**config.mk**
```make
export PLATFORM = sky130hd
export DESIGN_NAME = tca_conv_ctrl
export DESIGN_NICKNAME = d
export VERILOG_FILES = /design/src/rtl/tca_pkg.sv /design/src/rtl/tca_decim.sv /design/src/rtl/tca_fifo.sv /design/src/rtl/tca_conv_ctrl.sv
export VERILOG_INCLUDE_DIRS = /design/src /design/src/rtl
export SDC_FILE = /design/constraint.sdc
export NUM_CORES = 1
export LEC_CHECK = 0
export ABC_AREA = 1
export ABC_CLOCK_PERIOD_IN_PS = 7100
export BUFFER_PORTS_ARGS = -buffer_cell sky130_fd_sc_hd__buf_2
export CAP_MARGIN = 40
export CORE_UTILIZATION = 45
export CTS_CLUSTER_SIZE = 14
export DETAILED_ROUTE_END_ITERATION = 7
export GPL_TIMING_DRIVEN = 0
export SYNTH_ARGS = -nofsm -noshare
export SYNTH_HDL_FRONTEND = slang
export SYNTH_SLANG_ARGS = --single-unit
```
**constraint.sdc**
```tcl
create_clock -name clock -period 7.1 [get_ports clock]
set_input_delay 1.42 -clock clock [delete_from_list [all_inputs] [get_ports clock]]
set_output_delay 1.42 -clock clock [all_outputs]
set_load 0.005 [all_outputs]
```
**src/rtl/tca_map.svh**
```systemverilog
`ifndef TCA_MAP_SVH
`define TCA_MAP_SVH
// Mode word bit that requests a temperature conversion
`define TCA_MODE_TEMP_BIT   5
// Mode word field that selects waveform sampling (MSB, LSB)
`define TCA_MODE_WAVE_HI    14
`define TCA_MODE_WAVE_LO    13
`define TCA_MODE_WAVE_CH1   2'h2
// Mode word field that selects the waveform sample rate
`define TCA_MODE_RATE_HI    12
`define TCA_MODE_RATE_LO    11
// Interrupt enable bits
`define TCA_IRQ_TEMP_BIT    5
`define TCA_IRQ_WSMP_BIT    3
// Temperature result reset value and conversion delay in master clocks
`define TCA_TEMP_RESET      8'h00
`define TCA_TEMP_DELAY_CYC  5'h18
// Modulator clock divider and output word divider
`define TCA_MOD_DIV_MASK    7'h03
`define TCA_WORD_LAST       7'h7f
// Modulator count weight: a full word of ones reaches full scale
`define TCA_BIT_SHIFT       13
// Saturation limits of a converter word
`define TCA_POS_LIMIT       20'h40000
`define TCA_NEG_LIMIT       20'hc0000
// Nominal full-scale code of both converters
`define TCA_NOM_FULL_SCALE  20'h2851f
// Gain adjust: one plus gain over two to the twelfth
`define TCA_GAIN_SHIFT      12
`define TCA_GAIN_ONE        14'h1000
// Top byte of a converter word used as temperature code
`define TCA_TEMP_MSB        19
`define TCA_TEMP_LSB        12
`endif

```
**src/rtl/tca_pkg.sv**
```systemverilog
`include "tca_map.svh"
package tca_pkg;
    typedef logic signed [19:0] tca_word_t;
    typedef logic signed [7:0]  tca_temp_t;

    typedef enum logic [2:0] {
        TCA_IDLE  = 3'b001,
        TCA_ARMED = 3'b010,
        TCA_CONV  = 3'b100
    } tca_state_t;

    // Clamp a wide signed value to the converter word limits
    function automatic tca_word_t tca_sat(input logic signed [33:0] v);
        logic signed [33:0] pos;
        logic signed [33:0] neg;
        pos = 34'($signed(`TCA_POS_LIMIT));
        neg = 34'($signed(`TCA_NEG_LIMIT));
        if (v > pos) begin
            tca_sat = `TCA_POS_LIMIT;
        end else if (v < neg) begin
            tca_sat = `TCA_NEG_LIMIT;
        end else begin
            tca_sat = v[19:0];
        end
    endfunction : tca_sat
endpackage : tca_pkg

```
**src/rtl/tca_decim.sv**
```systemverilog
`timescale 1ns/1ps
`include "tca_map.svh"
module tca_decim (
    input  wire logic               clock,
    input  wire logic               arst_n,
    input  wire logic               mod_tick,
    input  wire logic               word_tick,
    input  wire logic               mod_bit,
    output tca_pkg::tca_word_t      word_r,
    output logic                    word_valid_r
);
    // ----------------------------------------------------------------
    // Averaging filter: signed count of modulator bits per word
    // ----------------------------------------------------------------
    logic signed [6:0]  acc_r;
    logic signed [6:0]  acc_nxt;
    tca_pkg::tca_word_t word_nxt;
    logic signed [33:0] scaled;

    // Count up on a one, down on a zero; restart at each word
    always_comb begin
        scaled   = 34'(acc_r) <<< `TCA_BIT_SHIFT;
        acc_nxt  = acc_r;
        word_nxt = word_r;
        if (word_tick) begin
            word_nxt = tca_pkg::tca_sat(scaled);
            acc_nxt  = '0;
        end else if (mod_tick) begin
            acc_nxt  = mod_bit ? acc_r + 7'sh01 : acc_r - 7'sh01;
        end
    end

    // Filter registers
    always_ff @(posedge clock or negedge arst_n) begin
        if (!arst_n) begin
            acc_r        <= '0;
            word_r       <= '0;
            word_valid_r <= 1'b0;
        end else begin
            acc_r        <= acc_nxt;
            word_r       <= word_nxt;
            word_valid_r <= word_tick;
        end
    end
endmodule : tca_decim

```
**src/rtl/tca_fifo.sv**
```systemverilog
`timescale 1ns/1ps
module tca_fifo #(
    parameter int WIDTH = 20,
    parameter int DEPTH = 16
) (
    input  wire logic               clock,
    input  wire logic               arst_n,
    input  wire logic               in_valid,
    output logic                    in_ready,
    input  wire logic [WIDTH-1:0]   in_data,
    output logic                    out_valid,
    input  wire logic               out_ready,
    output logic [WIDTH-1:0]        out_data
);
    localparam int AW = $clog2(DEPTH);

    // ----------------------------------------------------------------
    // Storage and pointers
    // ----------------------------------------------------------------
    logic [WIDTH-1:0] mem [DEPTH];
    logic [AW-1:0]    wr_r;
    logic [AW-1:0]    wr_nxt;
    logic [AW-1:0]    rd_r;
    logic [AW-1:0]    rd_nxt;
    logic [AW:0]      cnt_r;
    logic [AW:0]      cnt_nxt;
    logic [WIDTH-1:0] head_nxt;
    logic             push;
    logic             pop;

    assign in_ready = (cnt_r != (AW+1)'(DEPTH));
    assign push     = in_valid && in_ready;
    assign pop      = out_valid && out_ready;

    // Pointer and head update; a write into the head slot bypasses memory
    always_comb begin
        wr_nxt   = push ? wr_r + 1'b1 : wr_r;
        rd_nxt   = pop ? rd_r + 1'b1 : rd_r;
        cnt_nxt  = cnt_r + (AW+1)'(push) - (AW+1)'(pop);
        head_nxt = (push && wr_r == rd_nxt) ? in_data : mem[rd_nxt];
    end

    // Memory write port
    always_ff @(posedge clock) begin
        if (push) begin
            mem[wr_r] <= in_data;
        end
    end

    // Pointer registers and registered head
    always_ff @(posedge clock or negedge arst_n) begin
        if (!arst_n) begin
            wr_r      <= '0;
            rd_r      <= '0;
            cnt_r     <= '0;
            out_valid <= 1'b0;
            out_data  <= '0;
        end else begin
            wr_r      <= wr_nxt;
            rd_r      <= rd_nxt;
            cnt_r     <= cnt_nxt;
            out_valid <= (cnt_nxt != '0);
            out_data  <= head_nxt;
        end
    end
endmodule : tca_fifo

```
**src/rtl/tca_conv_ctrl.sv**
```systemverilog
`timescale 1ns/1ps
`include "tca_map.svh"
// Function
// Mode bit 5 arms; start at zero crossing
// Route sensor to channel 1; result after 24
// Completion with enable bit 5 drives interrupt low
// Result is signed 8-bit, no calibration
// Modulator bits clocked at master clock over four
// Channel 1 gives 20-bit words, clock/128 max
// Words clamp at 40000h and C0000h
// Both converters give identical codes
// Channel 1 scaled by one plus gain/4096
// No crossing keeps request pending, result held
module tca_conv_ctrl #(
    parameter int FIFO_DEPTH = 16
) (
    input  wire logic               clock,
    input  wire logic               arst_n,
    input  wire logic [15:0]        mode_word,
    input  wire logic [7:0]         irq_enable,
    input  wire logic [11:0]        power_gain_adjust,
    input  wire logic               status_read_clr,
    input  wire logic               zero_cross,
    input  wire logic               ch1_mod_pin,
    input  wire logic               ch2_mod_pin,
    output logic                    temp_route,
    output tca_pkg::tca_temp_t      temperature_result,
    output logic                    temp_busy,
    output logic                    irq_n,
    output tca_pkg::tca_word_t      ch2_word,
    output logic                    wave_valid,
    input  wire logic               wave_ready,
    output logic [19:0]             wave_data,
    output logic                    wave_overflow
);
    // ----------------------------------------------------------------
    // Pin synchronisers for the modulator bitstreams
    // ----------------------------------------------------------------
    logic [1:0] ch1_sync_r;
    logic [1:0] ch2_sync_r;

    // Two flops on each modulator pin
    always_ff @(posedge clock or negedge arst_n) begin
        if (!arst_n) begin
            ch1_sync_r <= '0;
            ch2_sync_r <= '0;
        end else begin
            ch1_sync_r <= {ch1_sync_r[0], ch1_mod_pin};
            ch2_sync_r <= {ch2_sync_r[0], ch2_mod_pin};
        end
    end

    // ----------------------------------------------------------------
    // Clock dividers: modulator tick and output word tick
    // ----------------------------------------------------------------
    logic [6:0] div_r;
    logic [6:0] div_nxt;
    logic [2:0] rate_r;
    logic [2:0] rate_nxt;
    logic       mod_tick;
    logic       word_tick;
    logic       rate_hit;
    logic [1:0] rate_sel;

    assign rate_sel  = mode_word[`TCA_MODE_RATE_HI:`TCA_MODE_RATE_LO];
    assign mod_tick  = ((div_r & `TCA_MOD_DIV_MASK) == 7'h00);
    assign word_tick = (div_r == `TCA_WORD_LAST);
    // Slower waveform rates keep one word in 2, 4 or 8
    assign rate_hit  = ((rate_r & ((3'h1 << rate_sel) - 3'h1)) == 3'h0);

    // Divider next values
    always_comb begin
        div_nxt  = div_r + 7'h01;
        rate_nxt = word_tick ? rate_r + 3'h1 : rate_r;
    end

    // Divider registers
    always_ff @(posedge clock or negedge arst_n) begin
        if (!arst_n) begin
            div_r  <= '0;
            rate_r <= '0;
        end else begin
            div_r  <= div_nxt;
            rate_r <= rate_nxt;
        end
    end

    // ----------------------------------------------------------------
    // Converter filters, same module for both channels
    // ----------------------------------------------------------------
    tca_pkg::tca_word_t ch1_raw;
    logic               ch1_raw_valid;

    tca_decim u_ch1 (
        .clock        (clock),
        .arst_n       (arst_n),
        .mod_tick     (mod_tick),
        .word_tick    (word_tick),
        .mod_bit      (ch1_sync_r[1]),
        .word_r       (ch1_raw),
        .word_valid_r (ch1_raw_valid)
    );

    tca_decim u_ch2 (
        .clock        (clock),
        .arst_n       (arst_n),
        .mod_tick     (mod_tick),
        .word_tick    (word_tick),
        .mod_bit      (ch2_sync_r[1]),
        .word_r       (ch2_word),
        .word_valid_r ()
    );

    // ----------------------------------------------------------------
    // Channel 1 gain adjust and saturation
    // ----------------------------------------------------------------
    tca_pkg::tca_word_t ch1_scaled_r;
    tca_pkg::tca_word_t ch1_scaled_nxt;
    logic               ch1_scaled_valid_r;
    logic signed [33:0] gain_prod;
    logic signed [13:0] gain_factor;

    // Multiply by (4096 + gain) and drop twelve fraction bits
    always_comb begin
        gain_factor    = $signed(`TCA_GAIN_ONE) + 14'($signed(power_gain_adjust));
        gain_prod      = (34'(ch1_raw) * 34'(gain_factor)) >>> `TCA_GAIN_SHIFT;
        ch1_scaled_nxt = ch1_raw_valid ? tca_pkg::tca_sat(gain_prod) : ch1_scaled_r;
    end

    // Scaled word register
    always_ff @(posedge clock or negedge arst_n) begin
        if (!arst_n) begin
            ch1_scaled_r       <= '0;
            ch1_scaled_valid_r <= 1'b0;
        end else begin
            ch1_scaled_r       <= ch1_scaled_nxt;
            ch1_scaled_valid_r <= ch1_raw_valid;
        end
    end

    // ----------------------------------------------------------------
    // Temperature conversion sequencer
    // ----------------------------------------------------------------
    tca_pkg::tca_state_t state_r;
    tca_pkg::tca_state_t state_nxt;
    logic [4:0]          cnt_r;
    logic [4:0]          cnt_nxt;
    logic                req_d_r;
    logic                req_rise;
    logic                done;
    tca_pkg::tca_temp_t  temp_nxt;
    logic                flag_r;
    logic                flag_nxt;

    assign req_rise  = mode_word[`TCA_MODE_TEMP_BIT] && !req_d_r;
    assign done      = (state_r == tca_pkg::TCA_CONV) && (cnt_r == 5'h01);
    assign temp_busy = (state_r != tca_pkg::TCA_IDLE);

    // Arm, wait for crossing, then count the conversion delay
    always_comb begin
        state_nxt = state_r;
        cnt_nxt   = cnt_r;
        temp_nxt  = temperature_result;
        flag_nxt  = flag_r;
        case (state_r)
            tca_pkg::TCA_IDLE: begin
                if (req_rise) begin
                    state_nxt = tca_pkg::TCA_ARMED;
                end
            end
            tca_pkg::TCA_ARMED: begin
                if (zero_cross) begin
                    state_nxt = tca_pkg::TCA_CONV;
                    cnt_nxt   = `TCA_TEMP_DELAY_CYC;
                end
            end
            tca_pkg::TCA_CONV: begin
                cnt_nxt = cnt_r - 5'h01;
                if (done) begin
                    state_nxt = tca_pkg::TCA_IDLE;
                    // Uncalibrated top byte of the sensor word
                    temp_nxt  = ch1_raw[`TCA_TEMP_MSB:`TCA_TEMP_LSB];
                end
            end
            default: begin
                state_nxt = tca_pkg::TCA_IDLE;
            end
        endcase
        // Completion flag: a new completion wins over the clear
        if (status_read_clr) begin
            flag_nxt = 1'b0;
        end
        if (done) begin
            flag_nxt = 1'b1;
        end
    end

    // Sequencer registers
    always_ff @(posedge clock or negedge arst_n) begin
        if (!arst_n) begin
            state_r            <= tca_pkg::TCA_IDLE;
            cnt_r              <= '0;
            req_d_r            <= 1'b0;
            temperature_result <= `TCA_TEMP_RESET;
            flag_r             <= 1'b0;
            temp_route         <= 1'b0;
            irq_n              <= 1'b1;
        end else begin
            state_r            <= state_nxt;
            cnt_r              <= cnt_nxt;
            req_d_r            <= mode_word[`TCA_MODE_TEMP_BIT];
            temperature_result <= temp_nxt;
            flag_r             <= flag_nxt;
            temp_route         <= (state_nxt == tca_pkg::TCA_CONV);
            irq_n              <= !(flag_nxt && irq_enable[`TCA_IRQ_TEMP_BIT]);
        end
    end

    // ----------------------------------------------------------------
    // Waveform path into the sample FIFO
    // ----------------------------------------------------------------
    logic wave_mode;
    logic push;
    logic push_ready;
    logic ovf_nxt;

    assign wave_mode = (mode_word[`TCA_MODE_WAVE_HI:`TCA_MODE_WAVE_LO] == `TCA_MODE_WAVE_CH1)
                       && irq_enable[`TCA_IRQ_WSMP_BIT];
    // Sensor words are not waveform samples
    assign push      = ch1_scaled_valid_r && wave_mode && rate_hit && !temp_route;
    // A word that finds the FIFO full is dropped and flagged
    assign ovf_nxt   = wave_overflow ? !status_read_clr || (push && !push_ready)
                                     : (push && !push_ready);

    // Overflow register
    always_ff @(posedge clock or negedge arst_n) begin
        if (!arst_n) begin
            wave_overflow <= 1'b0;
        end else begin
            wave_overflow <= ovf_nxt;
        end
    end

    tca_fifo #(
        .WIDTH (20),
        .DEPTH (FIFO_DEPTH)
    ) u_fifo (
        .clock     (clock),
        .arst_n    (arst_n),
        .in_valid  (push),
        .in_ready  (push_ready),
        .in_data   (ch1_scaled_r),
        .out_valid (wave_valid),
        .out_ready (wave_ready),
        .out_data  (wave_data)
    );

    // Code match helper: did the two synchronised streams differ in this word
    logic streams_differ_r;
    logic streams_differ_nxt;
    logic same_input_r;
    logic same_input_nxt;

    // Restart at each word tick, note any differing modulator sample
    always_comb begin
        streams_differ_nxt = streams_differ_r;
        same_input_nxt     = same_input_r;
        if (word_tick) begin
            same_input_nxt     = !streams_differ_r;
            streams_differ_nxt = 1'b0;
        end else if (mod_tick && (ch1_sync_r[1] != ch2_sync_r[1])) begin
            streams_differ_nxt = 1'b1;
        end
    end

    // Code match helper registers
    always_ff @(posedge clock or negedge arst_n) begin
        if (!arst_n) begin
            streams_differ_r <= 1'b0;
            same_input_r     <= 1'b0;
        end else begin
            streams_differ_r <= streams_differ_nxt;
            same_input_r     <= same_input_nxt;
        end
    end
endmodule : tca_conv_ctrl

```
==> results.ini, run 1 <==
[clocking]
cts-root-buf=clkbuf_16
clk_pin_slew_ns=0.06
h-tree-depth=2
cts_buffer_depth=3
clk_latency_ns=0.58
cts_buffers=45
cts_tree=done
clock_sinks=420

[global_route]
grt_pass1_wl_microns=88300
antenna_found_initial=0
grt_max_degree=71
grt_pass1_vias=15700
grt_usage_pct=23.0
grt-ovfl-total=0

[place]
place_area_sq_um=24000
numPortBuffers=63
place_inst=2963
hpwl_microns=41100
dpl_worst_slack_ns=-0.593
gp_congestion=0.962

[worst_hold_path]
hold_depth=0
hold_path_class=reg2reg
min_to=ch2_sync_r[1]
hp-start=ch2_sync_r[0]

[sta]
fin_crit_sh_pct=94.4
min_period_ns=6.70
fin_skew_ns=0.0272
worst_slew_pin_slew_ns=0.977
final_max_slew_viol_count=0
finalWorstSetupSlack_ns=0.397
setup_viol=0
hold_viol=0
slew_headroom_pct=34.9
fmax_mhz=149

[yosys]
yosysWarnings=0
synth-seq-cells=420
synth_top_area_share_pct=40.7
ys_types=47
ys_top_cells_by_area=edfxtp_1 (41%), dfrtp_1 (13%), fa_1 (9.0%), inv_1 (6.3%), nand2_1 (5.4%)
syn_avg_cell_area_sq_um=10.2
ys_seq_area_share_pct=53.6
yosysTopAreaCell=edfxtp_1
syn_inst=2201
netlist_area_sq_um=22500

[pwr]
power.static_leakage_nw=10.6
vdd_drop_max_v=0.000189
comb_power_share_pct=34.8
p_sw_share_pct=37.6
power_density_nw_per_um2=317
clockPowerShare_pct=30.2
p_int_mw=5.07
seqPwrFrac_pct=34.9
power.net_switching_mw=3.06

[routing]
post_drt_wl_per_cell_microns=18.5
wl_microns=56500
via_per_inst=5.14
dr.pass1.iters=5
drtIter0Drc=1149
postRouteAntennaNets=0
drcViolationCount=0
via_count=15700

[finish]
postLayoutCellArea_sq_um=25700
n_antenna_cell=0
syn_to_final_growth_pct=14.3
drive_above_1_share_pct=11.2
fillers=4406
nets=2585
layout.cells.non_filler=3054

[worst_setup_path]
rrSetupSlack_ns=0.64
r2r_end=ch1_scaled_r[10]
end_kind=flop
crit_top_cell=inv_1
path_class=in2reg
required_ns=7.60
slowest_stage=fa_2
r2r_cells=26
startpoint_type=primary input
r2r-start=u_ch1.word_r[19]
critPathArrivalTime_ns=7.20
critical_path.max_fanout=10
critPathMaxStageDelay_ns=0.62

[die]
die_area_sq_um=50800
die_h_microns=225
die_w_microns=225
start_util_pct=45.8
ios=96
core.rowCount=81
core-area_sq_um=49100

[run_status]
run_status=finished, final reports clean

[flow_run]
drv_cap=0

sequential cells by signal, indices dropped and copies added (netlist names), 2 cells and up:
signal / cells
u_fifo.wr_r: 4
u_ch1.acc_r: 7
ch1_sync_r: 2
ch1_scaled_r: 19
u_fifo.mem: 304
u_ch2.acc_r: 7
u_fifo.cnt_r: 5
state_r: 3
temperature_result: 7
u_fifo.rd_r: 4
rate_r: 3
ch2_sync_r: 2
u_fifo.out_data: 19
u_ch1.word_r: 7
cnt_r: 5
u_ch2.word_r: 7
div_r: 7
synthesized netlist by cell type (all sizes together):
library cell    n
inv           379
nand2         333
edfxtp        304
o21ai         247
nor2          235
dfrtp         114
fa            101
ha             87
a21oi          78
o211ai         72
nand3          67
clkbuf         55
buf            42
nand4          21
xnor2          16
xor2           15
nor3            8
nand3b          5
o22ai           4
nor4            3
a211oi          2
and2            2
dfstp           2
or2             2
a21o            1
a22oi           1
a31oi           1
conb            1
nor3b           1
o21bai          1
o31ai           1
cell usage in the layout, fill, tap and decap left out, types with 6 or more instances in the layout:
cell type,n
o21ai_1,6
clkbuf_16,45
a21oi_2,12
clkbuf_1,66
xor2_1,14
xnor2_1,15
dfrtp_1,114
nor2_2,20
nand4_1,20
buf_8,18
fa_1,96
o211ai_1,72
bufinv_16,7
conb_1,16
buf_4,26
inv_1,375
nand3_1,62
buf_6,6
ha_1,85
nor2_1,215
buf_2,78
o21ai_0,241
a21oi_1,65
nand2_1,324
nand2_2,9
clkinv_2,7
nor3_1,7
edfxtp_1,304
per-stage QoR:
stage | util [%] | hold slack [ns] | power [mW] | setup TNS [ns]
after global routing | 52.3 | 0.354 | 8.55 | -0.0255
after detailed placement | 49.0 | 0.337 | 5.68 | -9.27
final | 52.3 | 0.349 | 8.13 | 0
after floorplan | - | 0.331 | 4.64 | 0
after global placement | 48.2 | 0.334 | 5.62 | -8.66
after CTS | 52.1 | 0.351 | 8.13 | 0
final cells by class:
cell class | instances | area (sq um) | share of cell area, %
Sequential cell | 420 | 12000 | 46.9
Multi-Input combinational cell | 1320 | 8630 | 33.6
Inverter | 379 | 1420 | 5.54
Clock buffer | 61 | 1230 | 4.78
Tap cell | 664 | 831 | 3.24
Timing Repair Buffer | 91 | 707 | 2.75
Buffer | 97 | 490 | 1.91
Clock inverter | 22 | 322 | 1.25
worst max-delay path by stage:
stage,from,slack [ns],cells after the start,end
3_3_place_gp,power_gain_adjust[2],-0.56,28,ch1_scaled_r[10]
3_5_place_dp,power_gain_adjust[5],-0.59,30,ch1_scaled_r[10]
4_1_cts,power_gain_adjust[5],0.01,30,ch1_scaled_r[10]
2_1_floorplan,power_gain_adjust[5],0.17,29,ch1_scaled_r[10]
6_report,power_gain_adjust[5],0.40,29,ch1_scaled_r[10]
5_1_grt,power_gain_adjust[5],-0.01,31,ch1_scaled_r[14]
per-layer routing:
layer  track usage, %  routed length (microns)
met2             37.8                    26300
met1             30.9                    25000
met4             9.04                     2170
met5                0                        0
met3             3.09                     3040
power groups by stage:
| stage | Clock [mW] | Sequential, mW | Combinational, mW |
|---|---|---|---|
| 2_1_floorplan | 0 | 2.88 | 1.76 |
| 3_3_place_gp | 0 | 2.89 | 2.74 |
| 3_5_place_dp | 0 | 2.89 | 2.79 |
| 4_1_cts | 2.50 | 2.84 | 2.80 |
| 5_1_grt | 2.58 | 2.86 | 3.11 |
| 6_report | 2.46 | 2.84 | 2.83 |
kinds of logic (layout without fill, tap and decap cells):
family / Yosys count / after routing / synth area share (%)
simple gates: 677 / 677 / 12.5
compound gates: 408 / 408 / 10.2
flops: 420 / 420 / 53.6
other cells: 1 / 16 / 0.0167
fa+ha+maj: 188 / 188 / 13.9
xor+xnor: 31 / 31 / 1.28
buf+inv: 476 / 650 / 8.52
critical path, delay by kind of cell:
| kind | cells | cell delay (ns) |
|---|---|---|
| adder cells (fa/ha/maj) | 7 | 3.64 |
| buffers and inverters | 11 | 0.93 |
| AND/OR/NAND/NOR | 10 | 0.93 |
| AO/OA/AOI/OAI | 1 | 0.26 |
timing repair:
action                     in CTS  in global routing
hold buffers                    0                  0
setup endpoints to repair       1                 18
gates resized for setup         1                 12
pin swaps                       0                  2
buffers inserted                0                  8
(Power assumes the default switching activity.)
==> inputs of run 2 (changes only) <==
ABC_AREA = not set   (was 1)
CORE_UTILIZATION = 62   (was 45)
PLACE_DENSITY = 0.8   (was not set)
SLEW_MARGIN = 20   (was not set)
==> results.ini, run 2 <==
[run_status]
run_status=finished, final reports clean

[routing]
drtIter0Drc=975  ; -15%
drcViolationCount=0  ; unchanged
dr.pass1.iters=7  ; +2
postRouteAntennaNets=0  ; unchanged
via_per_inst=6.02  ; +17%
wl_microns=49700  ; -12%
post_drt_wl_per_cell_microns=23.3  ; +26%
via_count=12800  ; -18%

[yosys]
ys_types=75  ; +60%
ys_top_cells_by_area=edfxtp_1 (43%), dfrtp_1 (13%), mux4_2 (10%), fa_1 (9.4%), ha_1 (5.1%)
synth_top_cells_by_count=edfxtp_1 (304), inv_1 (169), nand2_1 (148), dfrtp_1 (114), fa_1 (101)
yosysTopAreaCell=edfxtp_1
synth-seq-cells=420  ; unchanged
synth_top_area_share_pct=42.5  ; +1.8 points
synth_most_common_cell=edfxtp_1
syn_inst=1481  ; -33%
ys_seq_area_share_pct=56.0  ; +2.4 points
synth_edf_count=304  ; unchanged
async_flop_share_pct=27.6  ; unchanged
syn_avg_cell_area_sq_um=14.5  ; +42%
yosysWarnings=0  ; unchanged
netlist_area_sq_um=21500  ; -4.3%
yosys_most_used_dff=edfxtp_1

[sta]
fin_crit_sh_pct=97.6  ; +3.2 points
finalWorstSetupSlack_ns=0.172  ; -0.224 ns
setup_viol=0  ; unchanged
hold_viol=0  ; unchanged
slew_headroom_pct=41.7  ; +6.8 points
final_max_slew_viol_count=0  ; unchanged
min_period_ns=6.93  ; +0.224 ns
fmax_mhz=144  ; -3.2%
fin_skew_ns=0.0412  ; +0.0141 ns
worst_slew_pin_slew_ns=0.875  ; -0.102 ns

[pwr]
power.static_leakage_nw=10.7  ; +0.85%
vdd_drop_max_v=0.000251  ; +32%
power_density_nw_per_um2=263  ; -17%

[worst_setup_path]
required_ns=7.57  ; -0.03 ns
startpoint_type=primary input
r2r_cells=23  ; -12%
critPathMaxStageDelay_ns=0.56  ; -0.06 ns
critical_path.max_fanout=10  ; unchanged
crit_path_cell_trace=clkbuf_4 > and2_4 > fa_2 > buf_4 > fa_1 > fa_1 > fa_1 > fa_1 > inv_1 > fa_1 > inv_1 > ha_4 > nor2_1 > or4_4 > a21oi_4 > nor4_1 > a221o_1 > nor2_2 > nand4bb_4 > a31o_1 > buf_6 > buf_12 > o2bb2ai_2
critPathBufInv=6  ; -5
critPathTopFamily=adder cells
r2r-start=u_ch1.word_r[19]
path_class=in2reg
r2r_end=ch1_scaled_r[16]
crit_top_cell=fa_1
slowest_stage=fa_1
critPathArrivalTime_ns=7.39  ; +0.19 ns
rrSetupSlack_ns=0.41  ; -0.23 ns
end_kind=flop

[finish]
postLayoutCellArea_sq_um=24700  ; -3.8%
top_regs=u_fifo.mem: 304 flops, ch1_scaled_r: 19 flops, u_fifo.out_data: 19 flops
n_antenna_cell=0  ; unchanged
fin_util_pct=73.1  ; +21 points
syn_to_final_growth_pct=15.0
drive_above_1_share_pct=22.9  ; +12 points
final_cell_mix=edfxtp_1 (304), inv_1 (161), nand2_1 (147)
final_common_cell=edfxtp_1
nets=1879  ; -27%
largest_reg_flops=304  ; unchanged
top_register=u_fifo.mem

[die]
core-area_sq_um=33800  ; -31%
die_w_microns=188  ; -17%
ios=96  ; unchanged
die_area_sq_um=35400  ; -30%
core.rowCount=67  ; -17%
die_h_microns=188  ; -17%
start_util_pct=63.6  ; +18 points

[flow_run]
drv_cap=0  ; unchanged

[clocking]
h-tree-depth=2  ; unchanged
ctsHoldBuffers=0  ; unchanged
cts_buffers=41  ; -8.9%
clock_sinks=420  ; unchanged
clk_pin_slew_ns=0.06  ; about the same
cts-root-buf=clkbuf_16
clk_latency_ns=0.57  ; about the same
cts_buffer_depth=3  ; unchanged
cts_tree=done

[worst_hold_path]
hp-start=ch2_sync_r[0]
hold_path_class=reg2reg
hold_depth=0  ; unchanged
min_to=ch2_sync_r[1]

[global_route]
grt_pass1_wl_microns=76100  ; -14%
grt-ovfl-total=0  ; unchanged
grt_usage_pct=28.9  ; +5.9 points
grt_max_degree=81  ; +14%
grt_pass1_vias=13300  ; -15%
antenna_found_initial=0  ; unchanged

[place]
place_area_sq_um=23000  ; -4.1%
hpwl_microns=32800  ; -20%
gp_congestion=0.926  ; -3.8%
numPortBuffers=62  ; -1.6%
dpl_worst_slack_ns=-0.711  ; -0.118 ns

==> run 2: cell count changes after synthesis, moves of 19 or more <==
| cell | previous run | this run |
|---|---|---|
| nor2_1 | 232 | 54 |
| xnor2_1 | 15 | 35 |
| inv_1 | 375 | 169 |
| nand3_1 | 63 | 22 |
| and2_1 | 2 | 53 |
| nand2_1 | 325 | 148 |
| mux4_2 | 0 | 95 |
| a21oi_1 | 66 | 25 |
| o211ai_1 | 72 | 5 |
| clkbuf_1 | 55 | 36 |
| o21ai_0 | 241 | 22 |
==> run 2: worst max-delay path by stage <==
stage / start / end / cells past startpoint
after floorplan: power_gain_adjust[3] / ch1_scaled_r[10] / 22
after global placement: power_gain_adjust[0] / ch1_scaled_r[10] / 26
after detailed placement: power_gain_adjust[3] / ch1_scaled_r[10] / 23
after CTS: power_gain_adjust[5] / ch1_scaled_r[16] / 26
after global routing: power_gain_adjust[2] / ch1_scaled_r[16] / 22
final: power_gain_adjust[2] / ch1_scaled_r[16] / 23
==> run 2: through the flow <==
| step | std cells | setup TNS, ns | hold WS (ns) | power (mW) |
|---|---|---|---|---|
| CTS | 2112 | 0 | 0.344 | 6.48 |
| global route | 2128 | -0.248 | 0.343 | 6.71 |
| finish | 2128 | 0 | 0.347 | 6.50 |
| global placement | 2006 | -9.84 | 0.337 | 4.20 |
| floorplan | 1496 | 0 | 0.331 | 3.84 |
| detailed placement | 2032 | -11.33 | 0.336 | 4.37 |
==> run 2: kinds of logic after synthesis <==
family,after synthesis,synth area share (%)
other cells,1,0.0175
fa+ha+maj,188,14.5
simple gates,336,7.45
xor+xnor,57,2.39
compound gates,122,4.01
buf+inv,241,4.63
mux,116,11.0
flops,420,56.0
==> run 2: worst register-to-register path, delay by kind of cell (launching register included) <==
family	cells	cell delay [ns]
AO/OA/AOI/OAI	4	0.82
adder cells (fa/ha/maj)	7	3.27
buffers and inverters	6	0.86
flip-flops	1	0.50
AND/OR/NAND/NOR	6	1.15
==> run 2: final cells by class <==
cell class / count / area [sq um]
multi-input combinational: 835 / 8920
sequential: 420 / 12000
tap: 448 / 561
timing repair buffer: 110 / 866
fill: 2056 / 9090
clock buffer: 55 / 1100
buffer: 69 / 364
clock inverter: 20 / 199
inverter: 171 / 644
==> run 2: metal layers <==
layer  track usage [%]  part of all wire, %  vias up  routed length, microns
met5                 0                    0        -                       0
met4              11.2                  3.8        0                    1900
met3              3.78                  6.0      125                    3010
met2              51.6                   53      530                   26100
met1              36.0                   38     6594                   18600
li1                  -                    -     5557                       -
==> run 2: what timing repair did <==
item | CTS | global route
pin swaps | 4 | 42
setup buffers | 5 | 13
resized for setup | 7 | 39
hold endpoints to repair | 0 | 0
endpoints found under the setup margin | 17 | 17
==> run 2: report_power, final <==
part / total (mW) / switching (mW) / internal [mW]
logic: 1.64 / 0.954 / 0.685
registers: 2.75 / 0.0702 / 2.68
clock network: 2.11 / 0.936 / 1.17
==> inputs of run 3 (changes only) <==
CORE_UTILIZATION = 64   (was 62)
PLACE_DENSITY = 0.82   (was 0.8)
SYNTH_HIERARCHICAL = 1   (was not set)
==> results.ini, run 3 <==
[run_status]
run_status=finished, violations left
violations=design-rule violations, negative setup slack

[sta]
fin_skew_ns=0.0248  ; -0.0164 ns
worst_slew_pin_slew_ns=0.945  ; +0.0707 ns
fin_crit_sh_pct=101  ; +3.7 points
rsz0062_at_grt=yes
min_period_ns=7.19  ; +0.261 ns
fmax_mhz=139  ; -3.6%
final_max_slew_viol_count=0  ; unchanged
slew_headroom_pct=36.3  ; -5.4 points
hold_viol=0  ; unchanged
finalWorstSetupSlack_ns=-0.0887  ; -0.261 ns
setup_viol=14  ; +14

[global_route]
grt_pass1_wl_microns=127000  ; +67%
grt_usage_pct=35.1  ; +6.2 points
grt-ovfl-total=0  ; unchanged
grt_pass1_vias=23600  ; +78%
antenna_found_initial=0  ; unchanged
grt_max_degree=79  ; -2.5%

[finish]
n_antenna_cell=0  ; unchanged
final_common_cell=inv_1
top_register=u_fifo/mem
register_area_sq_um=12600  ; +4.6%
drive_above_1_share_pct=14.4  ; -8.5 points
postLayoutCellArea_sq_um=33500  ; +36%
fillers=2990  ; +45%
final_cell_mix=inv_1 (392), edfxtp_1 (320), fa_1 (226)
syn_to_final_growth_pct=12.8
largest_reg_flops=320  ; +5.3%
nets=3373  ; +80%
top_regs=u_fifo/mem: 320 flops, ch1_scaled_r: 20 flops, u_fifo/out_data: 20 flops
multi_input_area_sq_um=15200  ; +70%

[clocking]
clk_latency_ns=0.58  ; about the same
cts_tree=done
clk_pin_slew_ns=0.06  ; about the same
h-tree-depth=2  ; unchanged
cts_buffer_depth=3  ; unchanged
clock_sinks=439  ; +4.5%
cts_buffers=44  ; +7.3%
cts-root-buf=clkbuf_16

[place]
place_area_sq_um=31200  ; +36%
gp_congestion=0.979  ; +5.8%
numPortBuffers=56  ; -9.7%
dpl_worst_slack_ns=-1.52  ; -0.812 ns
hpwl_microns=58200  ; +77%

[die]
core.rowCount=78  ; +16%
die_w_microns=218  ; +16%
ios=96  ; unchanged
die_area_sq_um=47300  ; +34%
start_util_pct=65.2  ; +1.6 points
die_h_microns=218  ; +16%
core-area_sq_um=45600  ; +35%

[worst_setup_path]
path_class=in2reg
required_ns=7.59  ; +0.02 ns
critical_path.max_fanout=10  ; unchanged
end_kind=flop
startpoint_type=primary input
r2r_cells=25  ; +8.7%
critPathArrivalTime_ns=7.68  ; +0.29 ns

[flow_run]
drv_cap=0  ; unchanged

[routing]
drcViolationCount=1  ; +1
wl_microns=82000  ; +65%
via_count=22800  ; +78%
via_per_inst=6.32  ; +5.0%
post_drt_wl_per_cell_microns=22.7  ; -2.7%
drtIter0Drc=2848  ; +190%
postRouteAntennaNets=0  ; unchanged
dr.pass1.iters=8  ; +1

[yosys]
syn_inst=2802  ; +89%
netlist_area_sq_um=29700  ; +38%
yosysWarnings=6  ; +6
syn_avg_cell_area_sq_um=10.6  ; -27%

[pwr]
power_mw=12.7  ; +95%
power.static_leakage_nw=14.2  ; +33%
power_density_nw_per_um2=378  ; +44%
vdd_drop_max_v=0.000364  ; +45%

[worst_hold_path]
hold_depth=0  ; unchanged
hold_path_class=reg2reg

run 3: cell count changes in the layout (fill, tap and decap cells not counted), sizes merged, moves of 35 or more:
cell	change
clkbuf	+110
nand2	+49
nand3	+127
fa	+129
a21oi	+99
inv	+240
a221oi	+79
and2	+63
or3	+42
ha	+36
mux4	-95
buf	+44
nor2	+35
o21ai	+163
run 3: layout make-up:
cell class,instances,share of cell area (%)
clock inverters,22,0.575
repair buffers,111,2.46
clock buffers,59,3.63
multi-input cells,1755,45.4
well taps,600,2.24
inverters,408,4.57
plain buffers,218,3.60
flip-flops and latches,439,37.5
run 3: power by group:
part | switching [mW] | total [mW] | leakage, nW | internal, mW
combinational | 4.68 | 7.42 | 9.25 | 2.75
sequential | 0.0963 | 2.96 | 4.31 | 2.86
clock | 0.982 | 2.30 | 0.689 | 1.32
run 3: through the flow:
stage / util [%] / cells / setup TNS, ns / hold WS (ns)
floorplan: - / 2826 / -7.32 / 0.331
global placement: 67.8 / 3482 / -23.31 / 0.336
detailed placement: 68.5 / 3497 / -26.03 / 0.341
CTS: 72.8 / 3604 / -0.00823 / 0.354
global route: 73.6 / 3612 / -4.51 / 0.367
finish: 73.6 / 3612 / -0.938 / 0.353
run 3: path summary, 6_finish.rpt:
path                                       from                    end  slack (ns)
setup / recovery           power_gain_adjust[2]       ch1_scaled_r[13]       -0.09
hold / removal                    ch1_sync_r[0]          ch1_sync_r[1]        0.35
setup reg to reg               u_ch1/word_r[13]       ch1_scaled_r[13]        0.04
hold reg to reg                   ch1_sync_r[0]          ch1_sync_r[1]        0.35
max in group asynchronous                arst_n                  irq_n        5.57
min in group asynchronous                arst_n  temperature_result[5]        0.76
run 3: worst max-delay path, cell delays in order:
cell and delay [ns]:
clkbuf_16 0.15, and2_1 0.18, fa_1 0.53, inv_1 0.05, fa_1 0.49, inv_1 0.06
fa_1 0.49, fa_2 0.59, fa_1 0.42, fa_1 0.50, ha_2 0.33, a21oi_1 0.21
o21a_1 0.22, nand4_1 0.14, o21ai_2 0.21, nor2b_4 0.20, o21bai_1 0.11, xor2_1 0.17
or4_4 0.56, o41ai_4 0.27, a21oi_4 0.11, buf_6 0.17, nor2_2 0.10
run 3: what timing repair did:
item,in CTS,in global routing
endpoints found under the setup margin,19,18
setup buffers,28,10
cloned,1,1
resized for setup,82,76
hold buffers,0,0
pin swaps,15,32
run 3: routing by layer:
| metal | up-vias | track usage [%] | part of all wire, % | wire [microns] |
|---|---|---|---|---|
| li1 | 9897 | - | - | - |
| met1 | 11200 | 42.8 | 35 | 29000 |
| met2 | 1458 | 60.0 | 50 | 40800 |
| met3 | 322 | 5.76 | 9.3 | 7650 |
| met4 | 0 | 18.5 | 5.6 | 4570 |
| met5 | - | 0 | 0 | 0 |
